`src/inc/uhlc_pkg.sv`:
```
// package: register map, field layout, states and timing of the host list control block
package uhlc_pkg;

  localparam logic [11:0] OFF_MODE_CONTROL   = 12'h504;
  localparam logic [11:0] OFF_COMMAND_STATUS = 12'h508;
  localparam logic [11:0] OFF_EVENT_STATUS   = 12'h50c;

  // host_mode_control fields
  localparam int unsigned MC_RATIO_LSB = 0;
  localparam int unsigned MC_PLE       = 2;
  localparam int unsigned MC_IE        = 3;
  localparam int unsigned MC_CLE       = 4;
  localparam int unsigned MC_BLE       = 5;
  localparam int unsigned MC_FS_LSB    = 6;
  localparam int unsigned MC_IR        = 8;
  localparam int unsigned MC_RWC       = 9;
  localparam int unsigned MC_RWE       = 10;

  // host_command_status fields
  localparam int unsigned CS_HCR     = 0;
  localparam int unsigned CS_CLF     = 1;
  localparam int unsigned CS_BLF     = 2;
  localparam int unsigned CS_OCR     = 3;
  localparam int unsigned CS_SOC_LSB = 16;

  // host_event_status fields
  localparam int unsigned ES_SO = 0;
  localparam int unsigned ES_WDH = 1;
  localparam int unsigned ES_SF = 2;
  localparam int unsigned ES_RD = 3;
  localparam int unsigned ES_OC = 30;
  localparam int unsigned IE_MIE = 31;

  localparam logic [31:0] REG_RESET = 32'h0000_0000;
  localparam logic [3:0]  STRB_FULL = 4'hf;

  // timing
  localparam int unsigned CLK_PERIOD_NS  = 50;
  localparam int unsigned FRAME_TIME_NS  = 1000000;
  localparam int unsigned FRAME_CYC      = FRAME_TIME_NS / CLK_PERIOD_NS;
  localparam int unsigned SRST_LIMIT_NS  = 10000000;
  localparam int unsigned SRST_LIMIT_CYC = SRST_LIMIT_NS / CLK_PERIOD_NS;
  localparam logic [3:0]  SRST_HOLD_CYC  = 4'h8;

  typedef enum logic [1:0] {
    UHLC_STATE_RESET       = 2'b00,
    UHLC_STATE_RESUME      = 2'b01,
    UHLC_STATE_OPERATIONAL = 2'b10,
    UHLC_STATE_SUSPEND     = 2'b11
  } uhlc_state_t;

  typedef struct packed {
    logic        psel;
    logic        penable;
    logic        pwrite;
    logic [11:0] paddr;
    logic [31:0] pwdata;
    logic [3:0]  pstrb;
  } uhlc_apb_req_t;

endpackage : uhlc_pkg

```
`src/logic/uhlc_top.sv`:
```
// design: operational control and status registers of the host list controller
`timescale 1ns/1ps
`default_nettype none

module uhlc_top
  import uhlc_pkg::*;
#(
  parameter int unsigned FRAME_CYCLES = FRAME_CYC
) (
  input  wire logic          clk_sys,
  input  wire logic          rst_n,
  input  wire uhlc_apb_req_t apb_req,
  output logic               pready,
  output logic [31:0]        prdata,
  output logic               pslverr,
  input  wire logic [31:0]   int_enable,
  input  wire logic          iso_ed_seen,
  input  wire logic          ctrl_head_req,
  input  wire logic          bulk_head_req,
  input  wire logic          ctrl_td_found,
  input  wire logic          bulk_td_found,
  input  wire logic          overrun_seen,
  input  wire logic          done_head_written,
  input  wire logic          resume_sig,
  input  wire logic          owner_change_done,
  output logic               iso_go,
  output logic               iso_stop,
  output logic               ctrl_start,
  output logic               bulk_start,
  output logic               periodic_allowed,
  output logic [1:0]         ctrl_bulk_ratio,
  output logic [1:0]         func_state,
  output logic               sof_token,
  output logic               port_reset,
  output logic               root_hub_reset,
  output logic               bus_block,
  output logic               done_head_hold,
  output logic               irq_host,
  output logic               irq_smi,
  output logic               remote_wakeup
);

  localparam int unsigned FW = $clog2(FRAME_CYCLES + 1);

  function automatic logic addr_hit(input logic [11:0] a, input logic [11:0] off);
    return a == off;
  endfunction

  // mode control state
  uhlc_state_t fs_q, fs_d;
  logic [1:0]  ratio_q;
  logic        ple_q, ie_q, cle_q, ble_q, ir_q, rwc_q, rwe_q;
  // command state
  logic        hcr_q, hcr_d;
  logic [3:0]  srst_cnt_q;
  logic [1:0]  filled_q;
  wire  [1:0]  filled_d;
  logic        ocr_q;
  logic [1:0]  soc_q;
  // event status: {oc, rd, sf, wdh, so}
  logic [4:0]  ev_q, ev_d;
  // frame timing
  logic [FW-1:0] fcnt_q;
  logic          ple_fr_q, ie_fr_q;
  logic [1:0]    list_fr_q;
  logic          resume_q;
  logic          pready_q, pslverr_q;
  logic [31:0]   prdata_q;
  logic          iso_go_q, iso_stop_q, sof_q, port_reset_q, rh_reset_q, block_q;
  logic [1:0]    start_q;
  logic          hold_q, irq_host_q, irq_smi_q, wake_q;

  // bus decode
  wire acc_req   = apb_req.psel & apb_req.penable;
  wire acc_done  = acc_req & pready_q;
  wire hit_mc    = addr_hit(apb_req.paddr, OFF_MODE_CONTROL);
  wire hit_cs    = addr_hit(apb_req.paddr, OFF_COMMAND_STATUS);
  wire hit_es    = addr_hit(apb_req.paddr, OFF_EVENT_STATUS);
  wire hit_any   = hit_mc | hit_cs | hit_es;
  wire bad_strb  = apb_req.pwrite & (apb_req.pstrb != STRB_FULL);
  wire acc_err   = ~hit_any | bad_strb;
  wire wr_ok     = acc_done & apb_req.pwrite & ~acc_err;
  wire wr_mc     = wr_ok & hit_mc;
  wire wr_cs     = wr_ok & hit_cs;
  wire wr_es     = wr_ok & hit_es;
  wire [31:0] wd = apb_req.pwdata;

  wire srst_go   = wr_cs & wd[CS_HCR] & ~hcr_q;
  wire srst_end  = hcr_q & (srst_cnt_q == SRST_HOLD_CYC - 4'h1);
  wire resume_rise = resume_sig & ~resume_q;
  wire in_oper   = fs_q == UHLC_STATE_OPERATIONAL;
  wire sof_fire  = in_oper & (fcnt_q == FW'(FRAME_CYCLES - 1));
  wire [1:0] list_en   = {ble_q, cle_q};
  wire [1:0] head_req  = {bulk_head_req, ctrl_head_req};
  wire [1:0] td_found  = {bulk_td_found, ctrl_td_found};
  wire [1:0] list_ok   = list_en & list_fr_q;
  wire       ocr_set   = wr_cs & wd[CS_OCR] & ~ocr_q;
  wire [4:0] ev_set    = {ocr_set, resume_rise, sof_fire, done_head_written, overrun_seen};
  wire [4:0] ev_clr    = {5{wr_es}} & {wd[ES_OC], wd[ES_RD], wd[ES_SF], wd[ES_WDH], wd[ES_SO]};
  wire [31:0] mc_word  = {21'h0, rwe_q, rwc_q, ir_q, fs_q, ble_q, cle_q, ie_q, ple_q, ratio_q};
  wire [31:0] cs_word  = {14'h0, soc_q, 12'h0, ocr_q, filled_q, hcr_q};
  wire [31:0] es_word  = {1'b0, ev_q[4], 26'h0, ev_q[3:0]};
  wire [31:0] rd_word  = hit_mc ? mc_word : hit_cs ? cs_word : hit_es ? es_word : REG_RESET;
  wire        irq_pend = int_enable[IE_MIE] & (|(es_word[30:0] & int_enable[30:0]));

  // functional state: software write, software reset, or suspend-to-resume only
  always_comb begin
    fs_d = fs_q;
    if (srst_go) begin
      fs_d = UHLC_STATE_SUSPEND;
    end else if (wr_mc) begin
      fs_d = uhlc_state_t'(wd[MC_FS_LSB +: 2]);
    end else if ((fs_q == UHLC_STATE_SUSPEND) && resume_rise) begin
      fs_d = UHLC_STATE_RESUME;
    end
  end

  always_comb begin
    hcr_d = hcr_q;
    if (srst_go) begin
      hcr_d = 1'b1;
    end else if (srst_end) begin
      hcr_d = 1'b0;
    end
  end

  // sticky events: set wins over clear, hardware never clears
  assign ev_d = srst_go ? 5'h00 : ((ev_q & ~ev_clr) | ev_set);

  // filled bits: write-one sets, descriptor found sets, accepted head check clears
  genvar gi;
  generate
    for (gi = 0; gi < 2; gi++) begin : g_list
      wire set_i = (wr_cs & wd[CS_CLF + gi]) | td_found[gi];
      wire clr_i = head_req[gi] & filled_q[gi] & list_ok[gi];
      assign filled_d[gi] = srst_go ? 1'b0 : (set_i | (filled_q[gi] & ~clr_i));
    end
  endgenerate

  always_ff @(posedge clk_sys) begin
    if (!rst_n) begin
      fs_q    <= UHLC_STATE_RESET;
      ratio_q <= 2'b00;
      {ple_q, ie_q, cle_q, ble_q, rwe_q} <= 5'h00;
      ir_q    <= 1'b0;
      rwc_q   <= 1'b0;
    end else begin
      fs_q <= fs_d;
      if (srst_go) begin
        ratio_q <= 2'b00;
        {ple_q, ie_q, cle_q, ble_q, rwe_q} <= 5'h00;
      end else if (wr_mc) begin
        ratio_q <= wd[MC_RATIO_LSB +: 2];
        ple_q   <= wd[MC_PLE];
        ie_q    <= wd[MC_IE];
        cle_q   <= wd[MC_CLE];
        ble_q   <= wd[MC_BLE];
        ir_q    <= wd[MC_IR];
        rwc_q   <= wd[MC_RWC];
        rwe_q   <= wd[MC_RWE];
      end
    end
  end

  always_ff @(posedge clk_sys) begin
    if (!rst_n) begin
      hcr_q      <= 1'b0;
      srst_cnt_q <= 4'h0;
      filled_q   <= 2'b00;
      ocr_q      <= 1'b0;
      soc_q      <= 2'b00;
      ev_q       <= 5'h00;
    end else begin
      hcr_q      <= hcr_d;
      srst_cnt_q <= hcr_q ? srst_cnt_q + 4'h1 : 4'h0;
      filled_q   <= filled_d;
      if (srst_go) begin
        ocr_q <= 1'b0;
        soc_q <= 2'b00;
      end else begin
        ocr_q <= (wr_cs & wd[CS_OCR]) | (ocr_q & ~owner_change_done);
        soc_q <= overrun_seen ? soc_q + 2'b01 : soc_q;
      end
      ev_q <= ev_d;
    end
  end

  // frame timer and per-frame latch of list enables
  always_ff @(posedge clk_sys) begin
    if (!rst_n) begin
      fcnt_q    <= '0;
      ple_fr_q  <= 1'b0;
      ie_fr_q   <= 1'b0;
      list_fr_q <= 2'b00;
      resume_q  <= 1'b0;
    end else begin
      resume_q <= resume_sig;
      if (!in_oper || sof_fire) begin
        fcnt_q <= '0;
      end else begin
        fcnt_q <= fcnt_q + FW'(1);
      end
      if (sof_fire) begin
        ple_fr_q  <= ple_q;
        ie_fr_q   <= ie_q;
        list_fr_q <= list_en;
      end
    end
  end

  // bus slave: one wait state, answer in the second access cycle
  always_ff @(posedge clk_sys) begin
    if (!rst_n) begin
      pready_q  <= 1'b0;
      pslverr_q <= 1'b0;
      prdata_q  <= REG_RESET;
    end else begin
      pready_q  <= acc_req & ~pready_q;
      pslverr_q <= acc_req & ~pready_q & acc_err;
      prdata_q  <= (acc_req & ~pready_q & ~apb_req.pwrite) ? rd_word : REG_RESET;
    end
  end

  // outputs toward the list walker, ports and system
  always_ff @(posedge clk_sys) begin
    if (!rst_n) begin
      iso_go_q     <= 1'b0;
      iso_stop_q   <= 1'b0;
      start_q      <= 2'b00;
      sof_q        <= 1'b0;
      port_reset_q <= 1'b1;
      rh_reset_q   <= 1'b1;
      block_q      <= 1'b0;
      hold_q       <= 1'b0;
      irq_host_q   <= 1'b0;
      irq_smi_q    <= 1'b0;
      wake_q       <= 1'b0;
    end else begin
      iso_go_q     <= iso_ed_seen & ie_q & ie_fr_q;
      iso_stop_q   <= iso_ed_seen & ~(ie_q & ie_fr_q);
      start_q      <= head_req & filled_q & list_ok;
      sof_q        <= sof_fire;
      port_reset_q <= fs_d == UHLC_STATE_RESET;
      rh_reset_q   <= 1'b0;
      block_q      <= hcr_d;
      hold_q       <= ev_d[ES_WDH];
      irq_host_q   <= irq_pend & ~ir_q;
      irq_smi_q    <= irq_pend & ir_q;
      wake_q       <= rwe_q & ev_q[ES_RD];
    end
  end

  assign pready           = pready_q;
  assign prdata           = prdata_q;
  assign pslverr          = pslverr_q;
  assign iso_go           = iso_go_q;
  assign iso_stop         = iso_stop_q;
  assign ctrl_start       = start_q[0];
  assign bulk_start       = start_q[1];
  assign periodic_allowed = ple_fr_q;
  assign ctrl_bulk_ratio  = ratio_q;
  assign func_state       = fs_q;
  assign sof_token        = sof_q;
  assign port_reset       = port_reset_q;
  assign root_hub_reset   = rh_reset_q;
  assign bus_block        = block_q;
  assign done_head_hold   = hold_q;
  assign irq_host         = irq_host_q;
  assign irq_smi          = irq_smi_q;
  assign remote_wakeup    = wake_q;

  chk_iso_stop_off: assert property (@(posedge clk_sys) disable iff (!rst_n)
    iso_ed_seen && !ie_q |=> iso_stop_q && !iso_go_q)
    else $error("iso descriptor not abandoned while disabled");

  chk_ctrl_gate: assert property (@(posedge clk_sys) disable iff (!rst_n)
    ctrl_start |-> $past(cle_q) && $past(filled_q[0]))
    else $error("control list started while disabled or empty");

  chk_bulk_gate: assert property (@(posedge clk_sys) disable iff (!rst_n)
    bulk_start |-> $past(ble_q) && $past(filled_q[1]))
    else $error("bulk list started while disabled or empty");

  chk_sof_spacing: assert property (@(posedge clk_sys) disable iff (!rst_n)
    sof_fire |-> in_oper && $past(in_oper) ##1 sof_token && fcnt_q == '0)
    else $error("start of frame out of step with frame timer");

  chk_resume_only: assert property (@(posedge clk_sys) disable iff (!rst_n)
    !$past(wr_mc) && !$past(srst_go) && fs_q != $past(fs_q)
      |-> $past(fs_q) == UHLC_STATE_SUSPEND && fs_q == UHLC_STATE_RESUME)
    else $error("illegal hardware state change");

  chk_swreset_state: assert property (@(posedge clk_sys) disable iff (!rst_n)
    srst_go |=> fs_q == UHLC_STATE_SUSPEND && ir_q == $past(ir_q) && rwc_q == $past(rwc_q))
    else $error("software reset state or kept bits wrong");

  chk_swreset_done: assert property (@(posedge clk_sys) disable iff (!rst_n)
    srst_go |=> bus_block ##[8:9] !hcr_q)
    else $error("software reset not finished in time");

  chk_irq_route: assert property (@(posedge clk_sys) disable iff (!rst_n)
    (irq_host || irq_smi) |-> $past(irq_pend) && irq_smi == $past(ir_q))
    else $error("interrupt routed to wrong line");

  chk_overrun_count: assert property (@(posedge clk_sys) disable iff (!rst_n)
    overrun_seen && !srst_go |=> soc_q == 2'($past(soc_q) + 2'b01) && ev_q[ES_SO])
    else $error("overrun counter or status not updated");

  chk_status_sticky: assert property (@(posedge clk_sys) disable iff (!rst_n)
    ev_q[ES_WDH] && !ev_clr[ES_WDH] && !srst_go |=> ev_q[ES_WDH] && done_head_hold)
    else $error("done head status lost without a clear");

  chk_port_reset_state: assert property (@(posedge clk_sys) disable iff (!rst_n)
    port_reset == (fs_q == UHLC_STATE_RESET))
    else $error("port reset out of step with functional state");

  chk_sof_status: assert property (@(posedge clk_sys) disable iff (!rst_n)
    sof_fire && !srst_go |=> sof_token && ev_q[ES_SF])
    else $error("start of frame status not set with token");

endmodule : uhlc_top

`default_nettype wire

```
`config.mk`:
```
export PLATFORM = sky130hd
export DESIGN_NAME = uhlc_top
export DESIGN_NICKNAME = d
export VERILOG_FILES = /design/src/inc/uhlc_pkg.sv /design/src/logic/uhlc_top.sv
export SDC_FILE = /design/constraint.sdc
export NUM_CORES = 1
export LEC_CHECK = 0
export BUFFER_PORTS_ARGS = -buffer_cell sky130_fd_sc_hd__clkbuf_2
export CORE_ASPECT_RATIO = 0.75
export CORE_UTILIZATION = 46
export CTS_CLUSTER_SIZE = 14
export DETAILED_ROUTE_END_ITERATION = 12
export GPL_TIMING_DRIVEN = 0
export PLACE_DENSITY = 0.79
export SYNTH_ARGS = -nofsm -noshare
export SYNTH_HDL_FRONTEND = slang
export SYNTH_SLANG_ARGS = --single-unit
```
`constraint.sdc`:
```
create_clock -name clk_sys -period 1.9 [get_ports clk_sys]
set_input_delay 0.285 -clock clk_sys [delete_from_list [all_inputs] [get_ports clk_sys]]
set_output_delay 0.285 -clock clk_sys [all_outputs]
set_load 0.02 [all_outputs]
```
==> summary.txt, run 1 <==
Outcome
  • Status: finished clean

Floorplanning
  • Die Span X: a little under 100 µm
  • Row count: 25
  • Initial Util: about half
  • Die area: roughly 0.0070 mm²
  • Io pins: between 100 and 150
  • Die height: around 73 µm
  • Core ar.: approximately 0.0064 mm²

Hold path
  • Hold Crit Class: primary input to flip-flop

Critical path
  • CP startpoint kind: flip-flop
  • Worst EP required: 2.15 ns
  • Worst path cell trace: or4b_4 > nor4_4 > or2_1 > buf_6 > nor2_1
  • CP Class: flip-flop to flip-flop
  • Crit path buffers/inverters: 1
  • Crit Path Max Fanout: 14
  • Crit end category: flip-flop
  • Crit path max-delay cell type: or4b_4
  • CP arrival: 2.04 ns
  • Slowest stage delay, CP: ~0.59 ns
  • Family with the most delay on the worst path: simple AND/OR/NAND/NOR gates

STA
  • Min cycle time layout: roughly 1.8 ns
  • Hold Vio Cnt, Final: 0
  • Final worst slack: 0.103 ns
  • Tcrit/Tclk final: 94.6%
  • Hold_ws: roughly 0.15 ns
  • RSZ-0062 raised after global routing: false
  • Slew headroom: 39.8%
  • Fmax: around 0.56 GHz
  • Final Slew Violations: 0
  • Worst Tran Pin Value: between 0.8 and 0.9 ns
  • Final Skew: slightly below 0.009 ns
  • Setup-failing EPs final: 0

Drt
  • WL per Instance: 15.4 µm
  • Vias per inst: roughly 5.4
  • Drt total wl: around 8.0 mm
  • DR iter-0 viols: 301
  • Post-route antenna net violation count: 0
  • DRC: 0
  • Via count: between 2000 and 3000
  • DRT Pass-1 Iters: 6

Job
  • MaxCap Viol Count: 0

Synthesis
  • Syn avg cell area: between 9 and 10 µm²
  • Register bit total from synthesis: 72
  • Number of synthesized flops with an enable pin: 0
  • Yosys warns: 0
  • Cell area after synthesis: 0.00309 mm²
  • Async S/R FF share, synth: 0%
  • Seq/Total Area, Yosys: 46.7%
  • Cells after Synth: around 330
  • Synth cell types: 48
  • Top FF cell, synth: dfxtp_1

GRT
  • Largest net degree at the start of global routing: 13
  • Vias in the first global route: between 2000 and 3000
  • GRT Total Usage: between 20% and 30%
  • Antenna violations before repair: 0
  • Global-route wire length before repair: 12.8 mm
  • Total gr overflow: 0

Finish
  • Design area: about 0.0039 mm²
  • Final net count: 530
  • Area grow syn2layout: 25.7%
  • Fillers: 553
  • Antenna Cells: 0
  • Area occupied by multi-input gates: 0.00147 mm²
  • Fraction of layout cells with a size suffix above 1: a little under a third
  • Flip-flop and latch area: roughly 0.0014 mm²
  • Util after Layout: around three fifths

Pwr
  • Worst vdd ir: 0.388 mV
  • Total power: 3.15 mW
  • Cell leakage power: 1.67 nW
  • Pwr Density: between 800 and 900 mW/mm²

Placement
  • Port Buf Inserts: 78
  • Hpwl dp: 5.85 mm
  • Placed Area: 0.00364 mm²
  • Worst slack at placement: -0.219 ns
  • GP Congestion: 0.869

Clocking
  • Clk pin slew, worst setup/hold paths: around 0.08 ns
  • Inserted Clock Buffers: 9
  • CTS H-Tree Depth: 3
  • Clk root buf: clkbuf_8
  • Clock Latency Late Sink: ~0.35 ns
  • Clock sink count: just over 70
  • Clock Path Buffers: 2
  • CTS tree: done
final cells by class:
type,count,area share (%)
buffer,31,5.23
sequential,72,37.3
inverter,8,0.774
clock buffer,11,3.90
timing repair buffer,79,10.3
clock inverter,4,1.97
tap,81,2.61
multi-input combinational,233,38.0
path summary, 6_finish.rpt:
| kind | cells after the start | from | slack, ns | to |
|---|---|---|---|---|
| max reg2reg | 5 | fcnt_q[8] | 0.10 | fcnt_q[4] |
| min | 2 | resume_sig | 0.15 | resume_q |
| max | 5 | fcnt_q[8] | 0.10 | fcnt_q[4] |
| min reg2reg | 2 | ie_fr_q | 0.45 | iso_go |
per-layer routing:
metal | share of wire, % | vias up | global-route usage [%]
met4 | 1.9 | 0 | 10.5
met3 | 9.2 | 12 | 7.29
met1 | 44 | 1294 | 31.0
met5 | 0 | - | 0
li1 | - | 1359 | -
met2 | 45 | 154 | 38.7
logic make-up (layout without fill, tap and decap cells):
group                      Yosys count  after routing  share of synthesized area, %
and+or+nand+nor                    135            135                          25.5
DFF                                 72             72                          46.7
AOI/OAI and AO/OA                   55             55                          11.9
buffers and inverters               40            133                          7.91
xor gates and xnor gates            15             15                          4.26
muxes                                8              8                          2.76
adders and majority gates            2              2                         0.811
other                                1             18                         0.122
through the flow:
step,setup TNS [ns],instances
finish,0,519
global route,0,519
CTS,0,519
detailed placement,-3.57,504
global placement,-2.57,504
floorplan,0,345
Yosys cell counts, types with 6 or more instances:
library cell / instances / share of area (%)
xnor2_1: 7 / 2.0
a21oi_1: 21 / 3.4
buf_2: 6 / 0.97
o21ai_0: 13 / 2.1
xor2_1: 8 / 2.3
dfxtp_1: 72 / 47
inv_1: 8 / 0.97
and3_1: 13 / 2.6
buf_4: 19 / 4.6
nand4_1: 20 / 4.1
nand2_1: 17 / 2.1
nand3_1: 13 / 2.1
nor2_1: 36 / 4.4
worst reg2reg max path, delay by kind of cell (launching register included):
family / cells / cell delay, ns
buffers and inverters: 1 / 0.17
DFF: 1 / 0.34
and+or+nand+nor: 4 / 1.18
flip-flops by register name, indices dropped and copies added (netlist names), 2 cells and up:
signal,count
ctrl_bulk_ratio,2
ev_q,5
fcnt_q,15
filled_q,2
func_state,2
list_fr_q,2
prdata,14
soc_q,2
srst_cnt_q,4
start_q,2
report_power, final:
group          switching, mW  internal, mW  total, mW
sequential            0.0129          1.53       1.54
clock                  0.575         0.808       1.38
combinational          0.130        0.0996      0.230
cell usage in the layout, fill, tap and decap left out, drive strengths merged, types with 7 or more instances in the layout:
master | Yosys | final
nand3 | 13 | 13
nand4 | 20 | 20
xnor2 | 7 | 7
and3 | 13 | 13
xor2 | 8 | 8
inv | 8 | 9
conb | 1 | 18
buf | 27 | 27
nand2 | 17 | 17
dfxtp | 72 | 72
nor2 | 36 | 36
clkbuf | 5 | 94
o21ai | 13 | 13
a21oi | 21 | 21
timing repair:
action	4_1_cts	5_1_grt
hold endpoints to repair	0	0
gates resized for setup	2	3
pin swaps	0	5
hold buffers	0	0
setup buffers	0	1
setup endpoints to repair	10	14
(Power assumes the default switching activity.)
==> run 2: changes to the inputs <==
==> constraint.sdc (replaced) <==
create_clock -name clk_sys -period 1.9 [get_ports clk_sys]
set_input_delay 0.095 -clock clk_sys [delete_from_list [all_inputs] [get_ports clk_sys]]
set_output_delay 0.095 -clock clk_sys [all_outputs]
set_load 0.02 [all_outputs]
==> summary.txt, run 2 (synthesized netlist as in run 1, its figures left out) <==
Critical path
  • CP startpoint kind: flip-flop (unchanged)
  • Crit path max-delay cell type: or4b_4 (unchanged)
  • Crit Path Max Fanout: 14 (unchanged)
  • CP Class: flip-flop to flip-flop (unchanged)
  • Flop2flop setup slack: 0.10 ns (about the same)
  • Worst EP required: 2.14 ns (was 2.15 ns)
  • Slowest stage delay, CP: 0.59 ns (about the same)
  • CP arrival: 2.04 ns (about the same)
  • Crit end category: flip-flop (unchanged)
  • Worst path cell trace: or4b_4 > nor4_4 > or2_1 > buf_6 > nor2_1 (unchanged)

GRT
  • Global-route wire length before repair: 12.9 mm (was 12.8 mm)
  • Antenna violations before repair: 0 (unchanged)
  • GRT Total Usage: 24.7% (was 24.5%)
  • Total gr overflow: 0 (unchanged)
  • Largest net degree at the start of global routing: 13 (unchanged)
  • Vias in the first global route: 2754 (was 2709)

Floorplanning
  • Die height: 72.9 µm (unchanged)
  • Die area: 0.00704 mm² (unchanged)
  • Io pins: 145 (unchanged)
  • Die Span X: 96.6 µm (unchanged)
  • Initial Util: 48.4% (unchanged)
  • Row count: 25 (unchanged)
  • Core ar.: 0.00638 mm² (unchanged)

Finish
  • Fraction of layout cells with a size suffix above 1: 31.3% (was 32.0%)
  • Design area: 0.00397 mm² (was 0.00388 mm²)
  • Fillers: 549 (was 553)
  • Largest reg by FF count: fcnt_q (unchanged)
  • Most frequent cells in the layout: clkbuf_2 (78), dfxtp_1 (68), nor2_1 (36), a21oi_1 (21) (unchanged)
  • Antenna Cells: 0 (unchanged)
  • Final net count: 539 (was 530)
  • Commonest non-fill, non-tap cell in the layout: clkbuf_2 (unchanged)
  • Largest register FFs: 15 (unchanged)
  • Util after Layout: 62.2% (was 60.8%)
  • Area grow syn2layout: 28.6% (was 25.7%)

STA
  • Fmax: 0.556 GHz (was 0.557 GHz)
  • Setup-failing EPs final: 0 (unchanged)
  • RSZ-0062 raised after global routing: false (unchanged)
  • Tcrit/Tclk final: 94.6% (about the same)
  • Hold_ws: 0.0136 ns (was 0.155 ns)
  • Min cycle time layout: 1.80 ns (about the same)
  • Final Slew Violations: 0 (unchanged)
  • Worst Tran Pin Value: 0.920 ns (was 0.895 ns)
  • Final Skew: 0.00912 ns (was 0.00872 ns)
  • Hold Vio Cnt, Final: 0 (unchanged)
  • Slew headroom: 38.2% (was 39.8%)
  • Post-Route Setup TNS: 0 ns (unchanged)

Pwr
  • Sw Pwr: 725 µW (was 718 µW)
  • Worst vdd ir: 0.396 mV (was 0.388 mV)
  • Pwr Density: 799 mW/mm² (was 813 mW/mm²)
  • Cell leakage power: 1.71 nW (was 1.67 nW)
  • Combinational Power Share: 7.7% (was 7.3%)
  • Switching Fraction: 22.9% (was 22.8%)
  • Total power: 3.17 mW (was 3.15 mW)
  • Sequential share of power: 48.5% (was 48.8%)
  • P_int: 2.45 mW (was 2.43 mW)
  • Clock share of power: 43.7% (was 43.9%)

Clocking
  • Clk pin slew, worst setup/hold paths: 0.08 ns (about the same)
  • Clock Latency Late Sink: 0.35 ns (about the same)
  • Clk root buf: clkbuf_8 (unchanged)
  • Inserted Clock Buffers: 9 (unchanged)
  • Clock sink count: 72 (unchanged)
  • CTS H-Tree Depth: 3 (unchanged)
  • CTS tree: done (unchanged)
  • Clock Path Buffers: 2 (unchanged)

Placement
  • Placed Area: 0.00364 mm² (unchanged)
  • Port Buf Inserts: 78 (unchanged)
  • Hpwl dp: 5.85 mm (unchanged)
  • GP Congestion: 0.869 (unchanged)

Hold path
  • Hold Crit Class: primary input to flip-flop (unchanged)

Outcome
  • Status: finished clean (unchanged)

Drt
  • Vias per inst: 5.47 (was 5.43)
  • Post-route antenna net violation count: 0 (unchanged)
  • DRT Pass-1 Iters: 6 (unchanged)
  • WL per Instance: 15.4 µm (about the same)
  • DR iter-0 viols: 238 (was 301)
  • DRC: 0 (unchanged)
  • Via count: 2887 (was 2819)
  • Drt total wl: 8.13 mm (was 7.98 mm)

Job
  • MaxCap Viol Count: 0 (unchanged)
[run 2: cell types whose count changed in the layout (fill, tap and decap cells not counted)]
cell           change
dlygate4sd3_1      +9
[run 2: layout make-up]
class	count	area, µm²	share of cell area [%]
flip-flops and latches	72	1450	36.4
plain buffers	31	203	5.11
clock buffers	11	151	3.81
multi-input cells	233	1470	37.1
well taps	81	101	2.55
repair buffers	88	488	12.3
inverters	8	30.0	0.757
clock inverters	4	76.3	1.92
[run 2: per-layer routing]
metal | wire length [µm] | vias to the layer above | global-route usage, %
met5 | 0 | - | 0
li1 | - | 1376 | -
met2 | 3670 | 149 | 39.5
met4 | 163 | 0 | 10.5
met1 | 3540 | 1348 | 30.9
met3 | 751 | 14 | 7.29
[run 2: critical path, delay by kind of cell (launching register included)]
| family | cells | cell delay (ns) |
|---|---|---|
| DFF | 1 | 0.34 |
| and+or+nand+nor | 4 | 1.18 |
| buffers and inverters | 1 | 0.17 |
[run 2: final timing paths]
check / startpoint / endpoint / cells after the start
setup reg to reg: fcnt_q[8] / fcnt_q[4] / 5
hold reg to reg: ie_fr_q / iso_go / 2
setup / recovery: fcnt_q[8] / fcnt_q[4] / 5
hold / removal: int_enable[31] / irq_host / 3
[run 2: what timing repair did]
item                                    in CTS  in global routing
pin swaps                                    0                  5
setup buffers                                0                  1
hold buffers                                 9                  0
endpoints found under the setup margin      10                 14
endpoints found under the hold margin       10                  0
resized for setup                            2                  3
[run 2: power by group through the flow]
stage	sequential, mW	clock (mW)	combinational, mW
6_report	1.54	1.39	0.246
5_1_grt	1.54	1.46	0.266
3_3_place_gp	1.57	0	0.224
2_1_floorplan	1.58	0	0.133
3_5_place_dp	1.57	0	0.226
4_1_cts	1.54	1.40	0.242
[run 2: metrics by stage]
stage | std cells | setup WS (ns)
floorplan | 345 | 0.194
global placement | 504 | 0.0226
detailed placement | 504 | -0.0285
CTS | 528 | 0.00982
global route | 528 | 0.0370
finish | 528 | 0.103
==> run 3: changes to the inputs <==
Settings changed: PLACE_DENSITY 0.79 to unset, PLACE_DENSITY_LB_ADDON set to 0.15.
==> summary.txt, run 3 (synthesized netlist as in run 1, its figures left out) <==
Floorplanning
  • Io pins: 145 (unchanged)
  • Core ar.: 0.00638 mm² (unchanged)
  • Row count: 25 (unchanged)
  • Die Span X: 96.6 µm (unchanged)
  • Initial Util: 48.4% (unchanged)
  • Die area: 0.00704 mm² (unchanged)
  • Die height: 72.9 µm (unchanged)

Clocking
  • CTS H-Tree Depth: 3 (unchanged)
  • Clock Path Buffers: 2 (unchanged)
  • CTS tree: done (unchanged)
  • Clk root buf: clkbuf_8 (unchanged)
  • Clock sink count: 72 (unchanged)
  • Clock Latency Late Sink: 0.35 ns (about the same)
  • Clk pin slew, worst setup/hold paths: 0.08 ns (about the same)
  • Inserted Clock Buffers: 9 (unchanged)

Critical path
  • CP arrival: 2.07 ns (was 2.04 ns)
  • Crit end category: flip-flop (unchanged)
  • Crit Path Max Fanout: 10 (was 14)
  • Family with the most delay on the worst path: simple AND/OR/NAND/NOR gates (unchanged)
  • CP startpoint kind: flip-flop (unchanged)
  • Slowest stage delay, CP: 0.57 ns (was 0.59 ns)
  • Worst EP required: 2.14 ns (about the same)
  • FF-to-FF Start: fcnt_q[7] (was fcnt_q[8])
  • Worst path cell trace: or4b_4 > nor4_4 > or2_1 > buf_6 > buf_6 > nor2_1 (was or4b_4 > nor4_4 > or2_1 > buf_6 > nor2_1)
  • Worst path most repeated cell: buf_6
  • Flop2flop setup slack: 0.07 ns (was 0.10 ns)
  • Reg2reg end: fcnt_q[10] (was fcnt_q[4])
  • Crit path buffers/inverters: 2 (was 1)
  • Crit path max-delay cell type: or4b_4 (unchanged)
  • CP Class: flip-flop to flip-flop (unchanged)
  • Reg2reg path depth: 6 (was 5)

Drt
  • WL per Instance: 14.4 µm (was 15.4 µm)
  • Drt total wl: 7.64 mm (was 8.13 mm)
  • DRC: 0 (unchanged)
  • Vias per inst: 5.20 (was 5.47)
  • DR iter-0 viols: 143 (was 238)
  • Via count: 2756 (was 2887)
  • DRT Pass-1 Iters: 4 (was 6)
  • Post-route antenna net violation count: 0 (unchanged)

GRT
  • Largest net degree at the start of global routing: 14 (was 13)
  • Antenna violations before repair: 0 (unchanged)
  • Total gr overflow: 0 (unchanged)
  • Vias in the first global route: 2486 (was 2754)
  • GRT Total Usage: 22.5% (was 24.7%)
  • Global-route wire length before repair: 11.8 mm (was 12.9 mm)

STA
  • Worst Tran Pin Value: 0.914 ns (was 0.920 ns)
  • Final Slew Violations: 0 (unchanged)
  • Post-Route Setup TNS: 0 ns (unchanged)
  • Min cycle time layout: 1.83 ns (was 1.80 ns)
  • RSZ-0062 raised after global routing: false (unchanged)
  • Slew headroom: 38.6% (was 38.2%)
  • Setup-failing EPs final: 0 (unchanged)
  • Final Skew: 0.00806 ns (was 0.00912 ns)
  • Fmax: 0.547 GHz (was 0.556 GHz)
  • Final worst slack: 0.0724 ns (was 0.103 ns)
  • Hold Vio Cnt, Final: 0 (unchanged)
  • Hold_ws: 0.0118 ns (was 0.0136 ns)
  • Tcrit/Tclk final: 96.2% (was 94.6%)

Finish
  • Antenna Cells: 0 (unchanged)
  • Commonest non-fill, non-tap cell in the layout: clkbuf_2 (unchanged)
  • Design area: 0.00394 mm² (was 0.00397 mm²)
  • Util after Layout: 61.8% (was 62.2%)
  • Largest register FFs: 15 (unchanged)
  • Cell Count, Final, Fillers Out: 530 (was 528)
  • Most frequent cells in the layout: clkbuf_2 (78), dfxtp_1 (71), nor2_1 (36), buf_4 (21), a21oi_1 (21) (was clkbuf_2 (78), dfxtp_1 (68), nor2_1 (36), a21oi_1 (21))
  • Largest reg by FF count: fcnt_q (unchanged)
  • Fraction of layout cells with a size suffix above 1: 31.2% (was 31.3%)
  • Area grow syn2layout: 27.8% (was 28.6%)
  • Final net count: 540 (was 539)

Hold path
  • Min-delay src: bulk_td_found (was int_enable[31])
  • Worst Hold Depth: 3 (unchanged)
  • Hold Crit Class: primary input to flip-flop (unchanged)
  • Hold Path Sink: filled_q[1] (was irq_host)

Placement
  • Hpwl dp: 5.55 mm (was 5.85 mm)
  • Placed Area: 0.00364 mm² (unchanged)
  • GP Congestion: 0.815 (was 0.869)
  • Placed Cells: 504 (unchanged)
  • Port Buf Inserts: 78 (unchanged)
  • Worst slack at placement: -0.0719 ns (was -0.0285 ns)

Pwr
  • Pwr Density: 758 mW/mm² (was 799 mW/mm²)
  • Cell leakage power: 1.69 nW (was 1.71 nW)
  • Total power: 2.99 mW (was 3.17 mW)
  • Worst vdd ir: 0.446 mV (was 0.396 mV)

Job
  • MaxCap Viol Count: 0 (unchanged)

Outcome
  • Status: finished clean (unchanged)
==> run 3: cell types whose count changed in the layout (fill, tap and decap cells not counted), sizes merged <==
| cell | before | now |
|---|---|---|
| buf | 27 | 29 |
| bufinv | 2 | 1 |
| clkbuf | 94 | 93 |
| clkinv | 0 | 1 |
| clkinvlp | 1 | 2 |
| dlygate4sd3 | 9 | 8 |
| inv | 9 | 10 |
==> run 3: area by class of cell <==
type | count | area [µm²]
Timing Repair Buffer | 88 | 485
Sequential cell | 72 | 1440
Clock inverter | 6 | 67.6
Tap cell | 81 | 101
Fill cell | 629 | 2440
Inverter | 8 | 30.0
Multi-Input combinational cell | 233 | 1480
Clock buffer | 10 | 128
Buffer | 32 | 214
==> run 3: per-layer routing <==
layer | global-route usage [%] | wire length, µm | up-vias
li1 | - | - | 1377
met1 | 31.1 | 3520 | 1267
met2 | 33.5 | 3400 | 103
met3 | 5.83 | 642 | 9
met4 | 8.66 | 76 | 0
met5 | 0 | 0 | -
==> run 3: what timing repair did <==
action / 4_1_cts / 5_1_grt
pin swaps: 0 / 4
endpoints found under the setup margin: 2 / 14
buffers inserted: 0 / 2
resized for setup: 1 / 2
hold endpoints to repair: 9 / 0
hold buffers: 8 / 0
==> run 3: worst reg2reg max path: stages, from the launching register on <==
cell and delay (ns):
dfxtp_1 0.35, or4b_4 0.57, nor4_4 0.33, or2_1 0.16
buf_6 0.12, buf_6 0.14, nor2_1 0.06
==> run 3: power by group <==
| part | total [mW] | switching (mW) | internal, mW |
|---|---|---|---|
| registers | 1.54 | 0.0125 | 1.53 |
| clock network | 1.21 | 0.594 | 0.614 |
| logic | 0.245 | 0.135 | 0.110 |
| total | 2.99 | 0.741 | 2.25 |
==> run 3: how the worst max path moves through the flow <==
stage	start	to	slack, ns	cells past startpoint
after CTS	fcnt_q[5]	periodic_allowed	0.03	4
after floorplan	fcnt_q[5]	fcnt_q[10]	0.19	6
after global placement	apb_req[47]	prdata[16]	-0.05	5
after detailed placement	apb_req[41]	soc_q[0]	-0.07	7
final	fcnt_q[7]	fcnt_q[10]	0.07	6
after global routing	fcnt_q[7]	fcnt_q[8]	0.0009	6
